`src/pwm_gen_pkg.sv`:
```
package pwm_gen_pkg;

  // ----------------------------------------------------------------
  // Register byte offsets
  // ----------------------------------------------------------------
  localparam logic [7:0] OFS_CTRL     = 8'h00;
  localparam logic [7:0] OFS_SET_A    = 8'h04;
  localparam logic [7:0] OFS_RESET_A  = 8'h08;
  localparam logic [7:0] OFS_SET_B    = 8'h0C;
  localparam logic [7:0] OFS_RESET_B  = 8'h10;
  localparam logic [7:0] OFS_OUT_CFG  = 8'h14;
  localparam logic [7:0] OFS_STATUS   = 8'h18;

  // ----------------------------------------------------------------
  // Control, reset B and output config field positions
  // ----------------------------------------------------------------
  localparam int CTRL_RUN      = 0;
  localparam int CTRL_MODE_LO  = 1;
  localparam int CTRL_FIFTY    = 3;
  localparam int CTRL_ENH      = 4;
  localparam int CTRL_HOLD     = 5;
  localparam int CTRL_AUTO     = 6;
  localparam int RB_FRAC_LO    = 12;
  localparam int OCFG_MTX_LO   = 4;

  // ----------------------------------------------------------------
  // Widths, reset values and counts
  // ----------------------------------------------------------------
  localparam int CMP_W = 12;
  localparam int CNT_W = 15;
  localparam logic [CNT_W-1:0] DT_FOUR_EXTRA = 15'h0002;
  localparam logic [CNT_W-1:0] DT_RAMP_EXTRA = 15'h0001;
  localparam logic [3:0]       FRAME_LAST    = 4'hF;
  localparam logic [15:0]      RST_CMP       = 16'h0000;
  localparam logic [1:0]       RST_OCFG      = 2'h3;

  // ----------------------------------------------------------------
  // Running modes
  // ----------------------------------------------------------------
  typedef enum logic [1:0] {
    MODE_FOUR,
    MODE_TWO,
    MODE_ONE,
    MODE_CENTER
  } run_mode_e;

endpackage : pwm_gen_pkg

```
`src/power_stage_waveform_gen.sv`:
```
`timescale 1ns/10ps
// Notes on behaviour
// - A cycle is part A (output a) then part B (output b); ends with B.
// - Four running modes: four-ramp, two-ramp, one-ramp, center-aligned.
// - Four-ramp: separate phases; on-time a = reset A, on-time b = reset B.
// - Four-ramp dead-time is set value plus 2 periods.
// - Two-ramp: dead-time = set plus 1; on-time = reset minus set.
// - One-ramp: one shared ramp; outputs may overlap.
// - Center: down-up count; cycle twice (reset B plus 1).
// - Center mode ignores reset A for output timing.
// - Pending set loads at the end of the last ramp, any mode.
// - Fifty-percent mode uses part B compare values for part A.
// - Buffered values apply together at cycle end while running; reset A applies at once.
// - Auto-hold loads only if reset B was written last.
// - Auto-hold selection change acts after the next cycle end.
// - Hold blocks updates; pending update follows after hold clears.
// - Buffered: output config, matrix, set A, set B, reset B; not reset A.
// - Auto-hold wins over hold when both set.
// - Enhanced mode: frames of 16; divider from reset B bits 15:12.
// - d cycles per frame are one period longer.
// - Extra step is inserted while output a is in its active part.
// - Lengthened positions follow bit-reversed order; position 15 never.
// - Four- and two-ramp cycle length is sum of both on-times and dead-times.
// - Compare values are 12-bit; set A decides when output a rises.
module power_stage_waveform_gen (
  // Clock and reset
  input  wire logic        hclk,
  input  wire logic        hresetn,
  // AHB-Lite slave
  input  wire logic        hsel,
  input  wire logic [31:0] haddr,
  input  wire logic [1:0]  htrans,
  input  wire logic        hwrite,
  input  wire logic [2:0]  hsize,
  input  wire logic [31:0] hwdata,
  input  wire logic        hready,
  output logic [31:0]      hrdata,
  output logic             hreadyout,
  output logic             hresp,
  // Power switch drives
  output logic             drive_out_a,
  output logic             drive_out_b
);

  // ----------------------------------------------------------------
  // State
  // ----------------------------------------------------------------
  typedef struct packed {
    logic                 run;
    logic [1:0]           mode;
    logic                 fifty;
    logic                 enh;
    logic                 hold;
    logic                 auto_sel;
    logic                 auto_eff;
    logic [11:0]          sh_sa;
    logic [11:0]          sh_ra;
    logic [11:0]          sh_sb;
    logic [15:0]          sh_rb;
    logic [1:0]           sh_oc;
    logic [3:0]           sh_om;
    logic [11:0]          act_sa;
    logic [11:0]          act_sb;
    logic [15:0]          act_rb;
    logic [1:0]           act_oc;
    logic [3:0]           act_om;
    logic                 pending;
    logic                 rb_last;
    logic [14:0]          cnt;
    logic [3:0]           frame;
    logic                 stalled;
    logic                 dp_wr;
    logic [7:0]           dp_addr;
    logic [31:0]          rdata;
    logic                 out_a;
    logic                 out_b;
  } state_s;

  state_s s_r;
  state_s s_nxt;

  logic [11:0] eff_sa;
  logic [11:0] eff_ra;
  logic [11:0] eff_sb;
  logic [11:0] eff_rb;
  logic [14:0] a_on;
  logic [14:0] a_off;
  logic [14:0] b_on;
  logic [14:0] b_off;
  logic [14:0] total;
  logic [14:0] pos;
  logic [14:0] stall_at;
  logic [3:0]  rev_frame;
  logic        ext;
  logic        stall;
  logic        cyc_end;
  logic        allow;
  logic        load;
  logic        addr_ph;
  logic        oa;
  logic        ob;
  logic        buf_wr;

  assign hrdata      = s_r.rdata;
  assign hreadyout   = 1'b1;
  assign hresp       = 1'b0;
  assign drive_out_a = s_r.out_a;
  assign drive_out_b = s_r.out_b;

  // ----------------------------------------------------------------
  // Waveform timing
  // ----------------------------------------------------------------
  always_comb begin
    eff_sa = s_r.fifty ? s_r.act_sb : s_r.act_sa;
    eff_ra = s_r.fifty ? s_r.act_rb[11:0] : s_r.sh_ra;
    eff_sb = s_r.act_sb;
    eff_rb = s_r.act_rb[11:0];
    a_on   = {3'h0, eff_sa} + pwm_gen_pkg::DT_RAMP_EXTRA;
    a_off  = {3'h0, eff_ra} + pwm_gen_pkg::DT_RAMP_EXTRA;
    b_on   = {3'h0, eff_sb} + pwm_gen_pkg::DT_RAMP_EXTRA;
    b_off  = {3'h0, eff_rb} + pwm_gen_pkg::DT_RAMP_EXTRA;
    total  = b_off;
    pos    = 15'h0000;
    case (pwm_gen_pkg::run_mode_e'(s_r.mode))
      pwm_gen_pkg::MODE_FOUR: begin
        a_on  = {3'h0, eff_sa} + pwm_gen_pkg::DT_FOUR_EXTRA;
        a_off = a_on + {3'h0, eff_ra};
        b_on  = a_off + {3'h0, eff_sb} + pwm_gen_pkg::DT_FOUR_EXTRA;
        b_off = b_on + {3'h0, eff_rb};
        total = b_off;
      end
      pwm_gen_pkg::MODE_TWO: begin
        b_on  = a_off + {3'h0, eff_sb} + pwm_gen_pkg::DT_RAMP_EXTRA;
        b_off = b_on + {3'h0, eff_rb} - {3'h0, eff_sb};
        total = b_off;
      end
      pwm_gen_pkg::MODE_ONE: begin
        total = b_off;
      end
      pwm_gen_pkg::MODE_CENTER: begin
        total = {b_off[13:0], 1'b0};
        pos   = (s_r.cnt <= {3'h0, eff_rb}) ? ({3'h0, eff_rb} - s_r.cnt)
                                            : (s_r.cnt - b_off);
      end
      default: begin
        total = b_off;
      end
    endcase
  end

  // ----------------------------------------------------------------
  // Enhanced resolution and cycle control
  // ----------------------------------------------------------------
  always_comb begin
    rev_frame = {s_r.frame[0], s_r.frame[1], s_r.frame[2], s_r.frame[3]};
    ext = s_r.enh && (rev_frame < s_r.act_rb[15:12]);
    stall_at = (s_r.mode == 2'(pwm_gen_pkg::MODE_CENTER)) ? {3'h0, eff_rb} : a_on;
    stall = s_r.run && ext && !s_r.stalled && (s_r.cnt == stall_at);
    cyc_end = s_r.run && !stall && (s_r.cnt == total - 15'h0001);
    allow = s_r.auto_eff ? s_r.rb_last : !s_r.hold;
    load = s_r.pending && allow && (cyc_end || !s_r.run);
    if (s_r.mode == 2'(pwm_gen_pkg::MODE_CENTER)) begin
      oa = pos < {3'h0, eff_sa};
      ob = pos >= {3'h0, eff_sb};
    end else begin
      oa = (s_r.cnt >= a_on) && (s_r.cnt < a_off);
      ob = (s_r.cnt >= b_on) && (s_r.cnt < b_off);
    end
    addr_ph = hsel && htrans[1] && hready;
    buf_wr  = s_r.dp_wr && (s_r.dp_addr == pwm_gen_pkg::OFS_SET_A ||
                            s_r.dp_addr == pwm_gen_pkg::OFS_SET_B ||
                            s_r.dp_addr == pwm_gen_pkg::OFS_RESET_B ||
                            s_r.dp_addr == pwm_gen_pkg::OFS_OUT_CFG);
  end

  // ----------------------------------------------------------------
  // Next state
  // ----------------------------------------------------------------
  always_comb begin
    s_nxt = s_r;
    // Counter
    if (!s_r.run) begin
      s_nxt.cnt     = 15'h0000;
      s_nxt.stalled = 1'b0;
    end else if (stall) begin
      s_nxt.stalled = 1'b1;
    end else if (cyc_end) begin
      s_nxt.cnt     = 15'h0000;
      s_nxt.stalled = 1'b0;
      s_nxt.frame   = s_r.frame + 4'h1;
      s_nxt.auto_eff = s_r.auto_sel;
    end else begin
      s_nxt.cnt = s_r.cnt + 15'h0001;
    end
    // Outputs
    s_nxt.out_a = s_r.run && s_r.act_oc[0] && oa;
    s_nxt.out_b = s_r.run && s_r.act_oc[1] && ob;
    // Buffered value transfer
    if (load) begin
      s_nxt.act_sa  = s_r.sh_sa;
      s_nxt.act_sb  = s_r.sh_sb;
      s_nxt.act_rb  = s_r.sh_rb;
      s_nxt.act_oc  = s_r.sh_oc;
      s_nxt.act_om  = s_r.sh_om;
      s_nxt.pending = 1'b0;
      s_nxt.rb_last = 1'b0;
    end
    // Bus write data phase
    if (s_r.dp_wr) begin
      case (s_r.dp_addr)
        pwm_gen_pkg::OFS_CTRL: begin
          s_nxt.run      = hwdata[pwm_gen_pkg::CTRL_RUN];
          s_nxt.mode     = hwdata[pwm_gen_pkg::CTRL_MODE_LO +: 2];
          s_nxt.fifty    = hwdata[pwm_gen_pkg::CTRL_FIFTY];
          s_nxt.enh      = hwdata[pwm_gen_pkg::CTRL_ENH];
          s_nxt.hold     = hwdata[pwm_gen_pkg::CTRL_HOLD];
          s_nxt.auto_sel = hwdata[pwm_gen_pkg::CTRL_AUTO];
        end
        pwm_gen_pkg::OFS_SET_A:   s_nxt.sh_sa = hwdata[11:0];
        pwm_gen_pkg::OFS_RESET_A: s_nxt.sh_ra = hwdata[11:0];
        pwm_gen_pkg::OFS_SET_B:   s_nxt.sh_sb = hwdata[11:0];
        pwm_gen_pkg::OFS_RESET_B: s_nxt.sh_rb = hwdata[15:0];
        pwm_gen_pkg::OFS_OUT_CFG: begin
          s_nxt.sh_oc = hwdata[1:0];
          s_nxt.sh_om = hwdata[pwm_gen_pkg::OCFG_MTX_LO +: 4];
        end
        default: begin
        end
      endcase
    end
    if (buf_wr) begin
      s_nxt.pending = 1'b1;
      s_nxt.rb_last = (s_r.dp_addr == pwm_gen_pkg::OFS_RESET_B);
    end
    // Bus address phase and read data
    s_nxt.dp_wr   = addr_ph && hwrite;
    s_nxt.dp_addr = haddr[7:0];
    if (addr_ph && !hwrite) begin
      case (haddr[7:0])
        pwm_gen_pkg::OFS_CTRL: s_nxt.rdata = {25'h0, s_r.auto_sel, s_r.hold, s_r.enh,
                                              s_r.fifty, s_r.mode, s_r.run};
        pwm_gen_pkg::OFS_SET_A:   s_nxt.rdata = {20'h0, s_r.sh_sa};
        pwm_gen_pkg::OFS_RESET_A: s_nxt.rdata = {20'h0, s_r.sh_ra};
        pwm_gen_pkg::OFS_SET_B:   s_nxt.rdata = {20'h0, s_r.sh_sb};
        pwm_gen_pkg::OFS_RESET_B: s_nxt.rdata = {16'h0, s_r.sh_rb};
        pwm_gen_pkg::OFS_OUT_CFG: s_nxt.rdata = {24'h0, s_r.sh_om, 2'h0, s_r.sh_oc};
        pwm_gen_pkg::OFS_STATUS:  s_nxt.rdata = {2'h0, s_r.act_om, s_r.act_oc, s_r.auto_eff,
                                                 s_r.pending, s_r.frame, s_r.out_b,
                                                 s_r.out_a, 1'b0, s_r.cnt};
        default: s_nxt.rdata = 32'h0000_0000;
      endcase
    end
  end

  // ----------------------------------------------------------------
  // State register
  // ----------------------------------------------------------------
  always_ff @(posedge hclk or negedge hresetn) begin
    if (!hresetn) begin
      s_r <= '0;
      s_r.sh_oc  <= pwm_gen_pkg::RST_OCFG;
      s_r.act_oc <= pwm_gen_pkg::RST_OCFG;
      s_r.sh_rb  <= pwm_gen_pkg::RST_CMP;
      s_r.act_rb <= pwm_gen_pkg::RST_CMP;
    end else begin
      s_r <= s_nxt;
    end
  end

  // ----------------------------------------------------------------
  // Checks
  // ----------------------------------------------------------------
  chk_cycle_wrap: assert property (@(posedge hclk) disable iff (!hresetn)
    cyc_end |=> s_r.cnt == 15'h0000)
    else $error("counter did not wrap at cycle end");
  chk_no_midload: assert property (@(posedge hclk) disable iff (!hresetn)
    (s_r.run && !cyc_end) |=> s_r.act_sb == $past(s_r.act_sb))
    else $error("active value changed mid cycle");
  chk_hold_blocks: assert property (@(posedge hclk) disable iff (!hresetn)
    (s_r.hold && !s_r.auto_eff) |=> $stable(s_r.act_rb))
    else $error("update happened under hold");
  chk_auto_rb: assert property (@(posedge hclk) disable iff (!hresetn)
    (cyc_end && s_r.auto_eff && !s_r.rb_last) |=> $stable(s_r.act_sa))
    else $error("auto-hold loaded without reset B last");
  chk_frame_adv: assert property (@(posedge hclk) disable iff (!hresetn)
    cyc_end |=> s_r.frame == $past(s_r.frame) + 4'h1)
    else $error("frame position did not advance");
  chk_pos_last: assert property (@(posedge hclk) disable iff (!hresetn)
    (s_r.frame == pwm_gen_pkg::FRAME_LAST) |-> !ext)
    else $error("last frame position lengthened");
  chk_stall_cnt: assert property (@(posedge hclk) disable iff (!hresetn)
    stall |=> $stable(s_r.cnt) ##1 (s_r.cnt != $past(s_r.cnt) || !s_r.run))
    else $error("lengthening step not exactly one period");
  chk_stopped_low: assert property (@(posedge hclk) disable iff (!hresetn)
    !s_r.run |=> !drive_out_a && !drive_out_b)
    else $error("outputs active while stopped");
  chk_auto_late: assert property (@(posedge hclk) disable iff (!hresetn)
    (!cyc_end && s_r.run) |=> $stable(s_r.auto_eff))
    else $error("auto-hold selection acted before cycle end");

  // ----------------------------------------------------------------
  // Timing and update checks
  // ----------------------------------------------------------------
  chk_out_a_mask: assert property (@(posedge hclk) disable iff (!hresetn)
    !s_r.act_oc[0] |=> !drive_out_a)
    else $error("output a driven while disabled");
  chk_out_b_mask: assert property (@(posedge hclk) disable iff (!hresetn)
    !s_r.act_oc[1] |=> !drive_out_b)
    else $error("output b driven while disabled");
  chk_four_len: assert property (@(posedge hclk) disable iff (!hresetn)
    (cyc_end && s_r.mode == 2'(pwm_gen_pkg::MODE_FOUR)) |-> s_r.cnt ==
      {3'h0, eff_sa} + {3'h0, eff_ra} + {3'h0, eff_sb} + {3'h0, eff_rb} + 15'h0003)
    else $error("four-ramp cycle length wrong");
  chk_two_len: assert property (@(posedge hclk) disable iff (!hresetn)
    (cyc_end && s_r.mode == 2'(pwm_gen_pkg::MODE_TWO)) |->
      s_r.cnt == {3'h0, eff_ra} + {3'h0, eff_rb} + 15'h0001)
    else $error("two-ramp cycle length wrong");
  chk_one_len: assert property (@(posedge hclk) disable iff (!hresetn)
    (cyc_end && s_r.mode == 2'(pwm_gen_pkg::MODE_ONE)) |-> s_r.cnt == {3'h0, eff_rb})
    else $error("one-ramp cycle length wrong");
  chk_center_len: assert property (@(posedge hclk) disable iff (!hresetn)
    (cyc_end && s_r.mode == 2'(pwm_gen_pkg::MODE_CENTER)) |-> s_r.cnt == {2'h0, eff_rb, 1'b1})
    else $error("center cycle length wrong");
  chk_fifty_copy: assert property (@(posedge hclk) disable iff (!hresetn)
    s_r.fifty |-> (eff_sa == s_r.act_sb) && (eff_ra == s_r.act_rb[11:0]))
    else $error("fifty mode not using part b values");
  chk_load_at_end: assert property (@(posedge hclk) disable iff (!hresetn)
    (load && s_r.run) |-> cyc_end)
    else $error("value set loaded away from cycle end");
  chk_pending_set: assert property (@(posedge hclk) disable iff (!hresetn)
    buf_wr |=> s_r.pending)
    else $error("buffered write left no pending update");
  chk_stall_out_a: assert property (@(posedge hclk) disable iff (!hresetn)
    (stall && s_r.mode != 2'(pwm_gen_pkg::MODE_CENTER) && s_r.act_oc[0] && a_off > a_on) |=>
      drive_out_a && s_r.stalled)
    else $error("extra step outside output a part");
  chk_enh_off: assert property (@(posedge hclk) disable iff (!hresetn)
    !s_r.enh |-> !ext)
    else $error("cycle lengthened outside enhanced mode");
  chk_frac_zero: assert property (@(posedge hclk) disable iff (!hresetn)
    (s_r.act_rb[15:12] == 4'h0) |-> !ext)
    else $error("cycle lengthened with zero divider");
  chk_frac_first: assert property (@(posedge hclk) disable iff (!hresetn)
    (s_r.enh && s_r.frame == 4'h0 && s_r.act_rb[15:12] != 4'h0) |-> ext)
    else $error("frame position 0 not lengthened");
  chk_frac_second: assert property (@(posedge hclk) disable iff (!hresetn)
    (s_r.enh && s_r.frame == 4'h8 && s_r.act_rb[15:12] > 4'h1) |-> ext)
    else $error("frame position 8 not lengthened");
  chk_stop_clear: assert property (@(posedge hclk) disable iff (!hresetn)
    !s_r.run |=> s_r.cnt == 15'h0000 && !s_r.stalled)
    else $error("counter not cleared while stopped");
  chk_auto_wins: assert property (@(posedge hclk) disable iff (!hresetn)
    (cyc_end && s_r.auto_eff && s_r.hold && s_r.rb_last && s_r.pending) |=> s_r.act_rb == $past(s_r.sh_rb))
    else $error("hold blocked an auto-hold update");
  chk_hold_free: assert property (@(posedge hclk) disable iff (!hresetn)
    (cyc_end && !s_r.auto_eff && !s_r.hold && s_r.pending) |=> s_r.act_sb == $past(s_r.sh_sb))
    else $error("pending update missed after hold release");
  chk_center_mid: assert property (@(posedge hclk) disable iff (!hresetn)
    (s_r.run && s_r.mode == 2'(pwm_gen_pkg::MODE_CENTER) && s_r.act_oc[0] &&
     s_r.cnt == {3'h0, eff_rb} && eff_sa != 12'h000) |=> drive_out_a)
    else $error("output a low at center of cycle");
  chk_two_dead: assert property (@(posedge hclk) disable iff (!hresetn)
    (s_r.run && s_r.mode == 2'(pwm_gen_pkg::MODE_TWO) && s_r.cnt <= {3'h0, eff_sa}) |=> !drive_out_a)
    else $error("output a active in two-ramp dead time");
  chk_four_dead: assert property (@(posedge hclk) disable iff (!hresetn)
    (s_r.run && s_r.mode == 2'(pwm_gen_pkg::MODE_FOUR) &&
     s_r.cnt < {3'h0, eff_sa} + 15'h0002) |=> !drive_out_a)
    else $error("output a active in four-ramp dead time");
  chk_rb_last_clr: assert property (@(posedge hclk) disable iff (!hresetn)
    (load && !buf_wr) |=> !s_r.rb_last)
    else $error("reset b marker kept after load");

  cov_center_end: cover property (@(posedge hclk) disable iff (!hresetn)
    cyc_end && s_r.mode == 2'(pwm_gen_pkg::MODE_CENTER));
  cov_enh_stall: cover property (@(posedge hclk) disable iff (!hresetn) stall);
  cov_auto_load: cover property (@(posedge hclk) disable iff (!hresetn)
    load && s_r.auto_eff);
  cov_fifty_end: cover property (@(posedge hclk) disable iff (!hresetn)
    cyc_end && s_r.fifty);
  cov_hold_wait: cover property (@(posedge hclk) disable iff (!hresetn)
    cyc_end && s_r.pending && s_r.hold && !s_r.auto_eff);

endmodule : power_stage_waveform_gen

```
`config.mk`:
```
export PLATFORM = sky130hd
export DESIGN_NAME = power_stage_waveform_gen
export DESIGN_NICKNAME = d
export VERILOG_FILES = /design/src/pwm_gen_pkg.sv /design/src/power_stage_waveform_gen.sv
export SDC_FILE = /design/constraint.sdc
export NUM_CORES = 1
export LEC_CHECK = 0
export ABC_CLOCK_PERIOD_IN_PS = 11500
export BUFFER_PORTS_ARGS = -buffer_cell sky130_fd_sc_hd__buf_2
export CAP_MARGIN = 20
export CORE_AREA = 2 2 183 185
export DETAILED_ROUTE_END_ITERATION = 8
export DIE_AREA = 0 0 185 187
export PLACE_DENSITY = 0.78
export SLEW_MARGIN = 20
export SYNTH_ARGS = -nofsm -noshare
export SYNTH_HDL_FRONTEND = slang
export SYNTH_SLANG_ARGS = --single-unit
```
`constraint.sdc`:
```
create_clock -name hclk -period 11.5 [get_ports hclk]
set_clock_uncertainty 0.2 [all_clocks]
set_input_delay 2.3 -clock hclk [delete_from_list [all_inputs] [get_ports hclk]]
set_output_delay 2.3 -clock hclk [all_outputs]
set_load 0.01 [all_outputs]
```
==> metrics <==
endpoints failing setup=0; Critical Path Source=s_r[173]; Num CTS Buffers=17; relative slew slack=a little over a quarter; final slew viol count=0; WP buf/inv=4; Core Rows=67; Min-Delay Path Depth=2; Clock Sinks=175; layout cells sized above 1=about an eighth; Syn Area/Cell=a little over 8 um2; Hold Path Sink=hrdata[28]; max-cap violations=0; combinational family with the most area after synthesis=simple AND/OR/NAND/NOR gates; Final Core Density=between 60 and 70%; Worst path most repeated cell=o21ai_0; initial antenna violation count=0; Primary FF master, synth=dfrtp_1; die boundary width=185 um; Worst path slowest cell=dfrtp_1; mux contribution to synthesized area=under 10%; CP Launch Type=flip-flop; min-delay src=hrdata[28]; vias in the first global route=approximately 18000; sequential fraction of the synthesis area=22.6%; I/O pin count=110; post-route ant nets=0; met1 wire length=approximately 26 mm; routed vias/inst=around 7.0; peak supply drop=0.222 mV; setup TNS=0 ns; Netlist cell types=94; die area=roughly 0.035 mm2; Post-Syn Instances=between 2000 and 2500; Tcrit/Tclk final=90.3%; highest clock rate=0.0963 GHz; EDFF count, synth=0; CP Data Required Time=about 12 ns; Max stage delay on crit path=~0.69 ns; Antenna Cells=0; router iterations before antenna repair=8; Detailed Place HPWL=49.7 mm; status=completed; critical path type=reg -> reg; grt ovf=0; post_cts resized=0; initial DRC count=2144; Die H=about 190 um; top layer in use=met4; GP Congestion=approximately 0.98; Compound-Gate Fraction of Synth Area=between 20 and 25%; clk_lat worst skew=0.44 ns; H-tree level count=4; hold crit path type=reg -> reg; largest net degree at the start of global routing=99; Fin. Hold Viols=0; Worst path top cell family by delay=simple AND/OR/NAND/NOR gates; Post-Synth XOR/XNOR Area=6.02%; reg2reg start=s_r[173]; via count=between 15000 and 20000; Core ar.=about 0.033 mm2; Power Dens Cells=281 mW/mm2; Post-Synth Simple-Gate Area=between 20% and 30%; DRC violations left=0; Post-CTS Setup Bufs=0; Critical Path AT=about 10 ns; min cycle time layout=between 10 and 15 ns; reg2reg setup slack=1.12 ns; Initial Util=roughly 60%; Mapped Area=roughly 0.019 mm2; Worst Setup End Kind=flip-flop; hold_buf cts=0; Post-Route WL=67.7 mm; Lkg Pwr=about 8.7 nW; CTS tree=yes; RSZ-0062 raised after global routing=false; Slew @ Worst Pin=between 1 and 1.5 ns; Synth Register Bits=roughly 180; Post-Synth Adder-Cell Area=between 10% and 20%; Max clock buf depth=2; clk root buf=clkbuf_16; WL met2=between 30 and 40 mm; first-pass GRT wire length=a little over 100 mm; routed wl met3=6.33 mm; Final nets=2563; WL/cell=24.7 um; Ys Warns=0; Max FO, Critical Path=54; Synth async-reset ratio=100%; GRT Total Usage=between 30 and 40%; PortBufs=between 60 and 70; Reg clk slew, reported paths=about 0.070 ns; Crit Reg-Reg Endpoint=s_r[43]; Syn-to-layout area delta=5.14%; R2R depth=34
-- per-stage QoR --
step | power, mW | hold WS [ns] | cell area, um2 | cells | worst slack, ns
floorplan | 3.90 | 0.251 | 19400 | 2335 | 3.28
global placement | 4.93 | 0.259 | 19700 | 2709 | 1.49
detailed placement | 5.02 | 0.268 | 19700 | 2709 | 1.41
CTS | 5.61 | 0.284 | 20300 | 2740 | 1.36
global route | 6.12 | 0.307 | 20400 | 2742 | 0.384
finish | 5.71 | 0.276 | 20400 | 2742 | 1.12
-- logic make-up after synthesis --
| kind of cell | count (synthesis) |
|---|---|
| AOI/OAI and AO/OA | 592 |
| muxes | 125 |
| xor gates and xnor gates | 133 |
| buffers and inverters | 263 |
| other | 2 |
| DFF | 175 |
| and+or+nand+nor | 836 |
| adders and majority gates | 207 |
-- synthesized netlist by cell type, drive strengths merged (53+ instances only) --
| master | n | share of area (%) |
|---|---|---|
| nand2 | 215 | 4.2 |
| ha | 189 | 12 |
| dfrtp | 171 | 22 |
| o21ai | 144 | 3.7 |
| a21oi | 123 | 3.2 |
| nor2 | 116 | 2.2 |
| nand3 | 110 | 2.9 |
| clkbuf | 109 | 2.1 |
| xnor2 | 108 | 4.9 |
| inv | 87 | 1.7 |
| mux2 | 86 | 5.0 |
| buf | 66 | 2.2 |
| and2 | 55 | 1.8 |
| nor3b | 53 | 2.1 |
| or4 | 53 | 2.1 |
-- sequential cells by signal, indices dropped and copies added (netlist names) --
register     count
eff_sb          12
drive_out_b      1
s_r            115
hrdata          30
drive_out_a      1
rev_frame        4
eff_rb          12
-- cell type report --
| class | count | area [um2] |
|---|---|---|
| multi-input cells | 1897 | 13900 |
| fillers | 2892 | 12500 |
| flip-flops and latches | 175 | 4390 |
| repair buffers | 103 | 651 |
| well taps | 448 | 561 |
| clock buffers | 19 | 433 |
| inverters | 88 | 330 |
| clock inverters | 12 | 129 |
-- layer usage --
| metal | vias to the layer above | global-route usage [%] |
|---|---|---|
| met5 | - | 0 |
| met4 | 0 | 24.3 |
| met3 | 257 | 5.49 |
| met2 | 1092 | 61.6 |
| met1 | 9257 | 50.2 |
| li1 | 8566 | - |
-- layout by cell type (no fill, tap or decap), types with 21 or more instances in the layout --
| cell | netlist | routed |
|---|---|---|
| or4_1 | 52 | 52 |
| a22oi_1 | 26 | 26 |
| nand2_1 | 215 | 214 |
| dfrtp_1 | 171 | 168 |
| o21ai_0 | 143 | 143 |
| mux2i_1 | 34 | 34 |
| a21oi_1 | 123 | 123 |
| a221oi_1 | 51 | 51 |
| inv_1 | 85 | 85 |
| o21a_1 | 36 | 36 |
| buf_2 | 16 | 60 |
| nor3b_1 | 52 | 52 |
| nor3_1 | 50 | 49 |
| nor2_1 | 116 | 113 |
| xnor2_1 | 108 | 108 |
| nand4_1 | 35 | 35 |
| ha_1 | 189 | 189 |
| buf_4 | 36 | 40 |
| nor2b_1 | 23 | 23 |
| o211ai_1 | 21 | 21 |
| mux2_2 | 86 | 86 |
| a21o_1 | 31 | 31 |
| and3_1 | 22 | 22 |
| and2_1 | 54 | 54 |
| nand3_1 | 109 | 108 |
| xor2_1 | 25 | 25 |
-- worst register-to-register path, delay by kind of cell, from the launching register on --
family,cells,cell delay [ns]
simple gates,10,3.01
compound gates,12,2.63
fa+ha+maj,5,1.60
buf+inv,4,1.10
flops,1,0.69
mux,1,0.56
xor+xnor,2,0.44
-- how the worst max path moves through the flow --
| stage | end | slack (ns) | cells after the start |
|---|---|---|---|
| after global placement | s_r[43] | 1.49 | 34 |
| final | s_r[43] | 1.12 | 34 |
| after CTS | s_r[63] | 1.36 | 34 |
| after floorplan | eff_rb[10] | 3.28 | 38 |
| after global routing | s_r[63] | 0.38 | 34 |
| after detailed placement | s_r[43] | 1.41 | 34 |
-- report_power, final --
group / switching, mW / internal, mW
logic: 2.58 / 1.68
registers: 0.214 / 0.678
clock network: 0.255 / 0.303
total: 3.05 / 2.66
No activity file was read; power rests on OpenSTA's default activity.
